File: src/uebf_pkg.sv
package uebf_pkg;

  // Register bus geometry: word index on the bus, byte address is four times it
  localparam int          AW          = 5;
  localparam logic [4:0]  IDX_STATUS  = 5'h10;   // Sticky event bits, write one to clear
  localparam logic [4:0]  IDX_MASK    = 5'h11;   // Interrupt mask, same layout
  localparam int          EV_W        = 3;       // Number of event bits

  // Event bit positions in status and mask
  localparam int          EV_OUT_DONE = 0;
  localparam int          EV_IN_DONE  = 1;
  localparam int          EV_STALL    = 2;

  // Descriptor entry offsets inside one eight-byte block
  localparam logic [2:0]  OFF_CNF     = 3'h0;
  localparam logic [2:0]  OFF_XBASE   = 3'h1;
  localparam logic [2:0]  OFF_XCNT    = 3'h2;
  localparam logic [2:0]  OFF_SPARE_A = 3'h3;
  localparam logic [2:0]  OFF_SPARE_B = 3'h4;
  localparam logic [2:0]  OFF_YBASE   = 3'h5;
  localparam logic [2:0]  OFF_YCNT    = 3'h6;
  localparam logic [2:0]  OFF_SIZE    = 3'h7;

  // Configuration byte field positions
  localparam int          B_BUFFER_MANAGER_ENABLE      = 7;
  localparam int          B_ISO       = 6;
  localparam int          B_TOGGLE    = 5;
  localparam int          B_DOUBLE_BUFFER_ENABLE      = 4;
  localparam int          B_STALL     = 3;
  localparam int          B_IE        = 2;
  // Byte-count entry: flag in bit 7, length below it
  localparam int          B_NAK       = 7;

  // Writable-bit masks per entry kind
  localparam logic [7:0]  MASK_CNF    = 8'hFC;   // Bits 1:0 reserved, read zero
  localparam logic [7:0]  MASK_SIZE   = 8'h7F;   // Bit 7 reserved, read zero
  localparam logic [7:0]  MASK_FULL   = 8'hFF;
  localparam logic [7:0]  MASK_NONE   = 8'h00;

  // Reset values and limits
  localparam logic [7:0]  EDB_RST     = 8'h00;
  localparam logic [2:0]  EV_RST      = 3'h0;
  localparam logic [6:0]  MAX_COUNT   = 7'h40;   // Largest legal count, 64 bytes

  // Handshake the buffer manager should give the host
  typedef enum logic [3:0] {
    HS_NONE  = 4'b0001,
    HS_ACK   = 4'b0010,
    HS_NAK   = 4'b0100,
    HS_STALL = 4'b1000
  } uebf_hs_e;

  // Host-out packet finished by the serial engine
  typedef struct packed {
    logic       req;     // One-cycle pulse, packet received without error
    logic [6:0] len;     // Received length in bytes
  } uebf_out_txn_s;

  // Host-in traffic from the serial engine
  typedef struct packed {
    logic req;           // One-cycle pulse, host-in token seen
    logic ack;           // One-cycle pulse, host acknowledged our data
    logic stall_set;     // One-cycle pulse, engine flags a stall
  } uebf_in_txn_s;

  // Answer for one endpoint
  typedef struct packed {
    uebf_hs_e   hs;
    logic       sel_y;   // Second buffer serves this transaction
    logic [10:0] base;   // Byte address of the selected buffer
    logic [6:0] bytes;   // Out: capacity, in: packet length
  } uebf_ans_s;

  // Stored base bits 10:3 padded to a byte address
  function automatic logic [10:0] uebf_base_addr(input logic [7:0] base);
    return {base, 3'h0};
  endfunction

  // Bits of an entry that software may write and read back
  function automatic logic [7:0] uebf_wr_mask(input logic [2:0] off);
    unique case (off)
      OFF_CNF:                  return MASK_CNF;
      OFF_SIZE:                 return MASK_SIZE;
      OFF_SPARE_A, OFF_SPARE_B: return MASK_NONE;
      default:                  return MASK_FULL;
    endcase
  endfunction

endpackage

File: src/uebf_buf_select.sv
`timescale 1ns/1ns
module uebf_buf_select
  import uebf_pkg::*;
(
  input  wire logic [7:0]  cnf,      // Configuration byte
  input  wire logic [7:0]  xbase,    // First buffer base entry
  input  wire logic [7:0]  xcnt,     // First buffer count entry
  input  wire logic [7:0]  ybase,    // Second buffer base entry
  input  wire logic [7:0]  ycnt,     // Second buffer count entry
  output wire logic        sel_y,    // Second buffer chosen
  output wire logic [10:0] base,     // Padded start address
  output wire logic [7:0]  cnt       // Count entry of the chosen buffer
);
  import uebf_pkg::*;

  // Single buffering always uses the first buffer; double lets the toggle pick
  assign sel_y = cnf[B_DOUBLE_BUFFER_ENABLE] & cnf[B_TOGGLE];

  // Base is only read here, never written back
  assign base  = uebf_base_addr(sel_y ? ybase : xbase);

  // Count entry of whichever buffer serves
  assign cnt   = sel_y ? ycnt : xcnt;

endmodule

File: src/uebf_descriptor_regs.sv
// Chosen here: the Avalon-MM slave port and the placing of the registers.
`timescale 1ns/1ns
// How it works
// - Out count flag set means full, NAK
// - Counts run zero to 64 bytes only; the code enforces this on out loads alone, software may write counts up to 127
// - One size field serves both buffers
// - Base entries hold address bits 10:3
// - Hardware never alters stored base addresses
// - Interrupt enable gates completion interrupt
// - Stall bit: set, send STALL; self-clears on the in endpoint only
// - Double buffer off uses first buffer only
// - Toggle bit follows DATA0/DATA1 sequence
// - Enable bit gates buffer manager service
// - In count flag set means empty, NAK
// - Eight-byte descriptor with fixed entry offsets
module uebf_descriptor_regs
  import uebf_pkg::*;
(
  input  wire logic                    clk_sys,          // System clock, 50 MHz
  input  wire logic                    rst_n,            // Asynchronous reset
  input  wire logic [uebf_pkg::AW-1:0] avs_address,      // Word index
  input  wire logic                    avs_read,
  input  wire logic                    avs_write,
  input  wire logic [31:0]             avs_writedata,
  input  wire logic [3:0]              avs_byteenable,
  output logic      [31:0]             avs_readdata,
  output wire logic                    avs_waitrequest,
  input  wire uebf_pkg::uebf_out_txn_s out_txn,          // Host-out completions
  input  wire uebf_pkg::uebf_in_txn_s  in_txn,           // Host-in traffic
  output wire uebf_pkg::uebf_ans_s     out_ans,          // Out endpoint answer
  output wire uebf_pkg::uebf_ans_s     in_ans,           // In endpoint answer
  output wire logic                    irq               // Level interrupt
);
  import uebf_pkg::*;

  // Descriptor bytes: index 0 is the out endpoint, 1 the in endpoint
  logic [7:0]      edb      [2][8];
  logic [7:0]      next_edb [2][8];
  logic [EV_W-1:0] status;            // Sticky events
  logic [EV_W-1:0] next_status;
  logic [EV_W-1:0] mask;              // Interrupt mask
  logic            served;            // Second bus cycle of a request

  // ---------------- Bus decode ----------------
  wire       bus_req    = avs_read | avs_write;
  wire       bus_take   = bus_req & served;          // Edge that completes it
  wire       byte0      = avs_byteenable[0];
  wire       is_edb     = ~avs_address[4];
  wire       wdir       = avs_address[3];
  wire [2:0] woff       = avs_address[2:0];
  wire [7:0] wmask      = uebf_wr_mask(woff);
  wire [7:0] wbyte      = avs_writedata[7:0];
  wire       wr_edb     = bus_take & avs_write & byte0 & is_edb;
  wire       wr_status  = bus_take & avs_write & byte0 & (avs_address == IDX_STATUS);
  wire       wr_mask    = bus_take & avs_write & byte0 & (avs_address == IDX_MASK);

  // One wait state keeps read data registered yet ready at the taking edge
  assign avs_waitrequest = bus_req & ~served;

  // Read selection; unmapped words read as zero
  wire [7:0] rd_edb  = edb[wdir][woff] & wmask;
  wire [7:0] rd_byte = is_edb                     ? rd_edb :
                       (avs_address == IDX_STATUS) ? {5'h00, status} :
                       (avs_address == IDX_MASK)   ? {5'h00, mask} : 8'h00;

  // ---------------- Out endpoint view ----------------
  wire [7:0]  o_cnf  = edb[0][OFF_CNF];
  wire        o_sel_y;
  wire [10:0] o_base;
  wire [7:0]  o_cnt;

  // Pick the buffer for the out endpoint
  uebf_buf_select u_out_sel (
    .cnf   (o_cnf),
    .xbase (edb[0][OFF_XBASE]),
    .xcnt  (edb[0][OFF_XCNT]),
    .ybase (edb[0][OFF_YBASE]),
    .ycnt  (edb[0][OFF_YCNT]),
    .sel_y (o_sel_y),
    .base  (o_base),
    .cnt   (o_cnt)
  );

  wire [6:0] o_size  = edb[0][OFF_SIZE][6:0];
  // A disabled endpoint is left alone; a full buffer is refused
  wire uebf_hs_e o_hs = !o_cnf[B_BUFFER_MANAGER_ENABLE]  ? HS_NONE :
                        o_cnf[B_STALL]  ? HS_STALL :
                        o_cnt[B_NAK]    ? HS_NAK : HS_ACK;
  // Overlong packets never land, so a received packet never stores an illegal count
  wire       len_ok   = (out_txn.len <= o_size) && (out_txn.len <= MAX_COUNT);
  wire       out_load = out_txn.req & (o_hs == HS_ACK) & len_ok;
  wire [2:0] o_cnt_off = o_sel_y ? OFF_YCNT : OFF_XCNT;

  assign out_ans = '{hs: o_hs, sel_y: o_sel_y, base: o_base, bytes: o_size};

  // ---------------- In endpoint view ----------------
  wire [7:0]  i_cnf  = edb[1][OFF_CNF];
  wire        i_sel_y;
  wire [10:0] i_base;
  wire [7:0]  i_cnt;

  // Pick the buffer for the in endpoint
  uebf_buf_select u_in_sel (
    .cnf   (i_cnf),
    .xbase (edb[1][OFF_XBASE]),
    .xcnt  (edb[1][OFF_XCNT]),
    .ybase (edb[1][OFF_YBASE]),
    .ycnt  (edb[1][OFF_YCNT]),
    .sel_y (i_sel_y),
    .base  (i_base),
    .cnt   (i_cnt)
  );

  // Flag set means nothing to send yet
  wire uebf_hs_e i_hs = !i_cnf[B_BUFFER_MANAGER_ENABLE] ? HS_NONE :
                        i_cnf[B_STALL] ? HS_STALL :
                        i_cnt[B_NAK]   ? HS_NAK : HS_ACK;
  wire       in_done   = in_txn.ack & (i_hs == HS_ACK);
  wire       stall_out = in_txn.req & (i_hs == HS_STALL);
  wire [2:0] i_cnt_off = i_sel_y ? OFF_YCNT : OFF_XCNT;

  assign in_ans = '{hs: i_hs, sel_y: i_sel_y, base: i_base, bytes: i_cnt[6:0]};

  // ---------------- Events and interrupt ----------------
  // Completion events only count when the endpoint asks for them
  wire [EV_W-1:0] events = {stall_out,
                            in_done & i_cnf[B_IE],
                            out_load & o_cnf[B_IE]};
  wire [EV_W-1:0] w1c    = wr_status ? avs_writedata[EV_W-1:0] : EV_RST;

  // Clear first, then set, so an event in the clearing cycle survives
  assign next_status = (status & ~w1c) | events;
  assign irq         = |(status & mask);

  // Next descriptor contents: hardware clear, then software, then hardware sets
  always_comb
  begin
    next_edb = edb;
    // The stall is spent once its handshake went out
    if (stall_out)
      next_edb[1][OFF_CNF][B_STALL] = 1'b0;
    // Software write of one re-arms a stall even in that cycle
    if (wr_edb)
      next_edb[wdir][woff] = (next_edb[wdir][woff] & ~wmask) | (wbyte & wmask);
    // Received length lands with the full flag; base entries untouched
    if (out_load)
    begin
      next_edb[0][o_cnt_off] = {1'b1, out_txn.len};
      next_edb[0][OFF_CNF][B_TOGGLE] = ~o_cnf[B_TOGGLE];
    end
    // Data taken by the host empties the buffer
    if (in_done)
    begin
      next_edb[1][i_cnt_off][B_NAK] = 1'b1;
      next_edb[1][OFF_CNF][B_TOGGLE] = ~i_cnf[B_TOGGLE];
    end
    // The engine may raise a stall on its own
    if (in_txn.stall_set)
      next_edb[1][OFF_CNF][B_STALL] = 1'b1;
  end

  // Descriptor storage
  always_ff @(posedge clk_sys or negedge rst_n)
  begin
    if (!rst_n)
    begin
      for (int d = 0; d < 2; d++)
      begin
        for (int o = 0; o < 8; o++)
        begin
          edb[d][o] <= EDB_RST;
        end
      end
    end
    else
    begin
      edb <= next_edb;
    end
  end

  // Status, mask and bus handshake
  always_ff @(posedge clk_sys or negedge rst_n)
  begin
    if (!rst_n)
    begin
      status <= EV_RST;
      mask   <= EV_RST;
      served <= 1'b0;
    end
    else
    begin
      status <= next_status;
      served <= bus_req & ~served;
      if (wr_mask)
        mask <= avs_writedata[EV_W-1:0];
    end
  end

  // Read data is caught on the first cycle and stands through the second
  always_ff @(posedge clk_sys or negedge rst_n)
  begin
    if (!rst_n)
      avs_readdata <= 32'h0000_0000;
    else if (avs_read & ~served)
      avs_readdata <= {24'h00_0000, rd_byte};
  end

  wire [7:0] o_xb = edb[0][OFF_XBASE];
  wire [7:0] o_yb = edb[0][OFF_YBASE];
  wire [7:0] i_xb = edb[1][OFF_XBASE];
  wire [7:0] i_yb = edb[1][OFF_YBASE];
endmodule

File: config.mk
export PLATFORM = sky130hd
export DESIGN_NAME = uebf_descriptor_regs
export DESIGN_NICKNAME = d
export VERILOG_FILES = /design/src/uebf_pkg.sv /design/src/uebf_buf_select.sv /design/src/uebf_descriptor_regs.sv
export SDC_FILE = /design/constraint.sdc
export NUM_CORES = 1
export LEC_CHECK = 0
export BUFFER_PORTS_ARGS = -buffer_cell sky130_fd_sc_hd__buf_2
export CORE_ASPECT_RATIO = 0.75
export CORE_MARGIN = 2
export CORE_UTILIZATION = 61
export DETAILED_ROUTE_END_ITERATION = 12
export PLACE_DENSITY = 0.86
export REMOVE_ABC_BUFFERS = 1
export SKIP_LAST_GASP = 1
export SLEW_MARGIN = 20
export SYNTH_ARGS = -nofsm -noshare
export SYNTH_HDL_FRONTEND = slang
export SYNTH_HIERARCHICAL = 1
export SYNTH_SLANG_ARGS = --single-unit
File: constraint.sdc
create_clock -name clk_sys -period 3.28 [get_ports clk_sys]
set_input_delay 0.164 -clock clk_sys [delete_from_list [all_inputs] [get_ports clk_sys]]
set_output_delay 0.164 -clock clk_sys [all_outputs]
set_load 0.01 [all_outputs]
# Word-level counts from Yosys, hierarchy flattened
# Index checks and enable logic that the tools add are counted.
# W data, S select, Z words.
# word_totals
ff_bits,143
out_inout_bits,80
elab_cells,125
# classes
order_cmp,10
n_eq_ne,8
muxes,44
n_bitwise,35
n_reduce_logical,8
# op_table
cell,n
$mux W64,9
$bwmux W128,1
$mux W128,1
$mux W8,12
$demux W8 S3,3
$bwmux W64,1
$demux W64 S1,1
$or A64 B64 Y64,1
$bmux W8 S3,2
$and A8 B8 Y8,3
$pmux W8 S3,1
$mux W3,7
$and A1 B1 Y1,16
$mux W4,4
$ge A4 B4 Y1 const B,3
$lt A4 B1 Y1 const B,3
$not A3 Y4,3
$eq A5 B5 Y1 const B,2
$eq A4 B2 Y1 const B,2
$not A8 Y8,1
$or A8 B8 Y8,1
$le A7 B7 Y1,1
$le A7 B7 Y1 const B,1
$and A3 B3 Y3,2
15 further kinds,24

# Longest topological paths before layout
# logic_depth
word_depth,21
depth_mapped,8
mapped_depth_nobuf,7

# Hierarchy
# The synthesis kept the hierarchy.
# by_module_without_submodules
module,n_inst,cells_each,area_per_inst_um2,seq_area_each_um2
uebf_descriptor_regs,1,576,6969.2,3378.2
uebf_buf_select,2,23,275.3,0.0

# Least setup slack after synthesis
# OpenSTA, ideal clock, no wires.
# synth_timing
path_type,register to register
startpoint,"reg edb, in the netlist o_cnf[5]"
endpoint,reg edb[105] (netlist name)
setup_ns,0.125
arrival_ns,1.981
t_required_ns,3.155
path_slack_ns,1.174
stages_incl_launch_ff,7
path_buffers,0
cell_sequence,dfrtp_1 -> nand2_4 -> mux2_2 -> nor3_2 -> nand3_1 -> nor3_4 -> mux2_2
# synth_lines
element,line,source
"start, declared",uebf_descriptor_regs.sv:37,logic [7:0] edb [2][8];
"start signal, assigned",uebf_descriptor_regs.sv:177,edb <= next_edb;

==> impl_metrics.json <==
{
  "p_leak_nw": 4.14,
  "drv_cap": 0,
  "row_count": 34,
  "portBuffers": 78,
  "fin_cells": 834,
  "critPathMaxStageDelay_ns": 0.44,
  "total_power_w": 0.00473,
  "crit_fanout": 8,
  "initial_core_util": 0.629,
  "nets": 722,
  "grt_start_max_net_pins": 73,
  "cts_root_buf": "clkbuf_16",
  "place_hpwl_mm": 13.3,
  "worstPathArrival_ns": 2.73,
  "status": "finished, final reports clean",
  "vias": 5190,
  "antenna_found_initial": 0,
  "syn_inst": 611,
  "wl_per_cell_um": 23.2,
  "tightest_slew_ns": 0.913,
  "place_congestion": 0.899,
  "rsz0062_at_grt": "false",
  "start_kind": "flop",
  "dp.cells": 800,
  "dr.pass1.iters": 5,
  "path_cells": "inv_1 -> ha_1 -> nand3_1 -> or3_1 -> o21a_1 -> nor3_4 -> mux2_2",
  "cts_tree": "yes",
  "dp_slack_ns": 0.858,
  "postSynthAreaPerCell_um2": 12.0,
  "clk_latency_ns": 0.42,
  "max_freq_mhz": 413,
  "area_delta_synth_final_pct": 12.1,
  "die_y_um": 99.1,
  "cts_num_sinks": 133,
  "cts_buffers": 17,
  "clockBufferDepth": 2,
  "netlist_area_um2": 7360,
  "power-per-cell-area_nw_per_um2": 573,
  "ys_warn_count": 6,
  "peakVddDrop_mv": 0.429,
  "criticalPathCategory": "reg -> reg",
  "hold_viol": 0,
  "coreArea_um2": 11700,
  "cp-end-kind": "flop",
  "drtIter0Drc": 590,
  "ant_nets": 0,
  "die_w_um": 131,
  "hold_ws_ns": 0.0190,
  "via_per_inst": 6.22,
  "cts.repair.resized": 0,
  "htreeDepth": 4,
  "slew-limit-headroom": 0.391,
  "clk_pin_slew_ns": 0.06,
  "n_fill_cell": 804,
  "layout-drive-gt1-share": 0.353,
  "fin_ws_ns": 0.857,
  "setup_viol": 0,
  "fin_skew_ns": 0.00798,
  "crit_slowest_cell": "nor3_4",
  "grt_pass1_wl_mm": 29.8,
  "cp_data_required_time_ns": 3.58,
  "hold_path_class": "in -> reg",
  "post-route-period-util": 0.739,
  "floorplan.die_area_um2": 13000,
  "grt_pass1_vias": 5257,
  "drc_errors": 0,
  "num_antenna_cells": 0,
  "period_needed_ns": 2.42,
  "routed_wirelength_mm": 19.3,
  "ios": 136,
  "drv_slew": 0,
  "setup_tns_ns": 0,
  "grt_overflow": 0,
  "grt_use_total": 0.314
}
worst max-delay path, delay by kind of cell (launching register included):
kind,cells,cell delay (ns)
simple gates,3,0.99
mux,1,0.40
flops,1,0.38
buf+inv,1,0.06
fa+ha+maj,1,0.30
compound gates,1,0.18
layout by cell type (no fill, tap or decap), types with 5 or more instances in the layout:
cell and n:
dfrtp_1 133, buf_2 77, mux2_2 62, mux2i_1 34
mux2_1 33, nand2_1 30, nor2_1 30, conb_1 30
mux4_2 19, clkbuf_16 17, buf_4 16, inv_1 15
a21oi_1 15, mux2_4 13, nand3_1 10, o21ai_1 10
nand2b_1 8, o21ai_0 7, ha_1 7, and2_1 6
nor3_1 6, nor3b_1 5, a22o_1 5
flip-flops by register name, indices dropped and copies added (netlist names):
| name | count |
|---|---|
| avs_readdata | 8 |
| edb | 65 |
| i_cnf | 7 |
| i_xb | 8 |
| i_yb | 8 |
| mask | 3 |
| o_cnf | 7 |
| o_xb | 8 |
| o_yb | 8 |
| out_ans | 7 |
| served | 1 |
| status | 3 |
path summary, 6_finish.rpt:
kind	from	endpoint	slack (ns)	cells past startpoint
setup / recovery	out_ans[6]	edb[105]	0.86	7
hold / removal	out_txn[4]	edb[76]	0.02	2
setup reg to reg	out_ans[6]	edb[105]	0.86	7
hold reg to reg	edb[101]	edb[101]	0.37	0
max in group asynchronous	rst_n	i_cnf[4]	1.91	3
min in group asynchronous	rst_n	edb[90]	0.41	2
where the power goes:
part | switching, W | internal [W] | total (W)
combinational | 0.000427 | 0.000370 | 0.000798
sequential | 0.000142 | 0.00181 | 0.00195
clock | 0.000757 | 0.00122 | 0.00198
through the flow:
stage / area (um2) / utilization
6_report: 8250 / 0.705
5_1_grt: 8250 / 0.705
3_5_place_dp: 7610 / 0.651
2_1_floorplan: 6890 / -
3_3_place_gp: 7610 / 0.651
4_1_cts: 8250 / 0.705
area by class of cell:
class | count | area, um2 | area share
clock buffers | 18 | 439 | 0.0533
clock inverters | 14 | 174 | 0.0211
inverters | 16 | 60.1 | 0.00728
multi-input cells | 395 | 3500 | 0.424
flip-flops and latches | 133 | 3330 | 0.404
well taps | 162 | 203 | 0.0246
repair buffers | 96 | 546 | 0.0662
per-layer routing:
| layer | GRT usage | vias to the layer above | part of all wire |
|---|---|---|---|
| met1 | 0.450 | 2585 | 0.42 |
| met5 | 0 | - | 0 |
| li1 | - | 2223 | - |
| met3 | 0.102 | 51 | 0.11 |
| met4 | 0.0957 | 0 | 0.024 |
| met2 | 0.461 | 331 | 0.45 |
timing repair:
action,in CTS,in global routing
hold endpoints to repair,70,0
hold buffers,2,0
buffers inserted,0,0
Power figures use the tool's default switching activity.
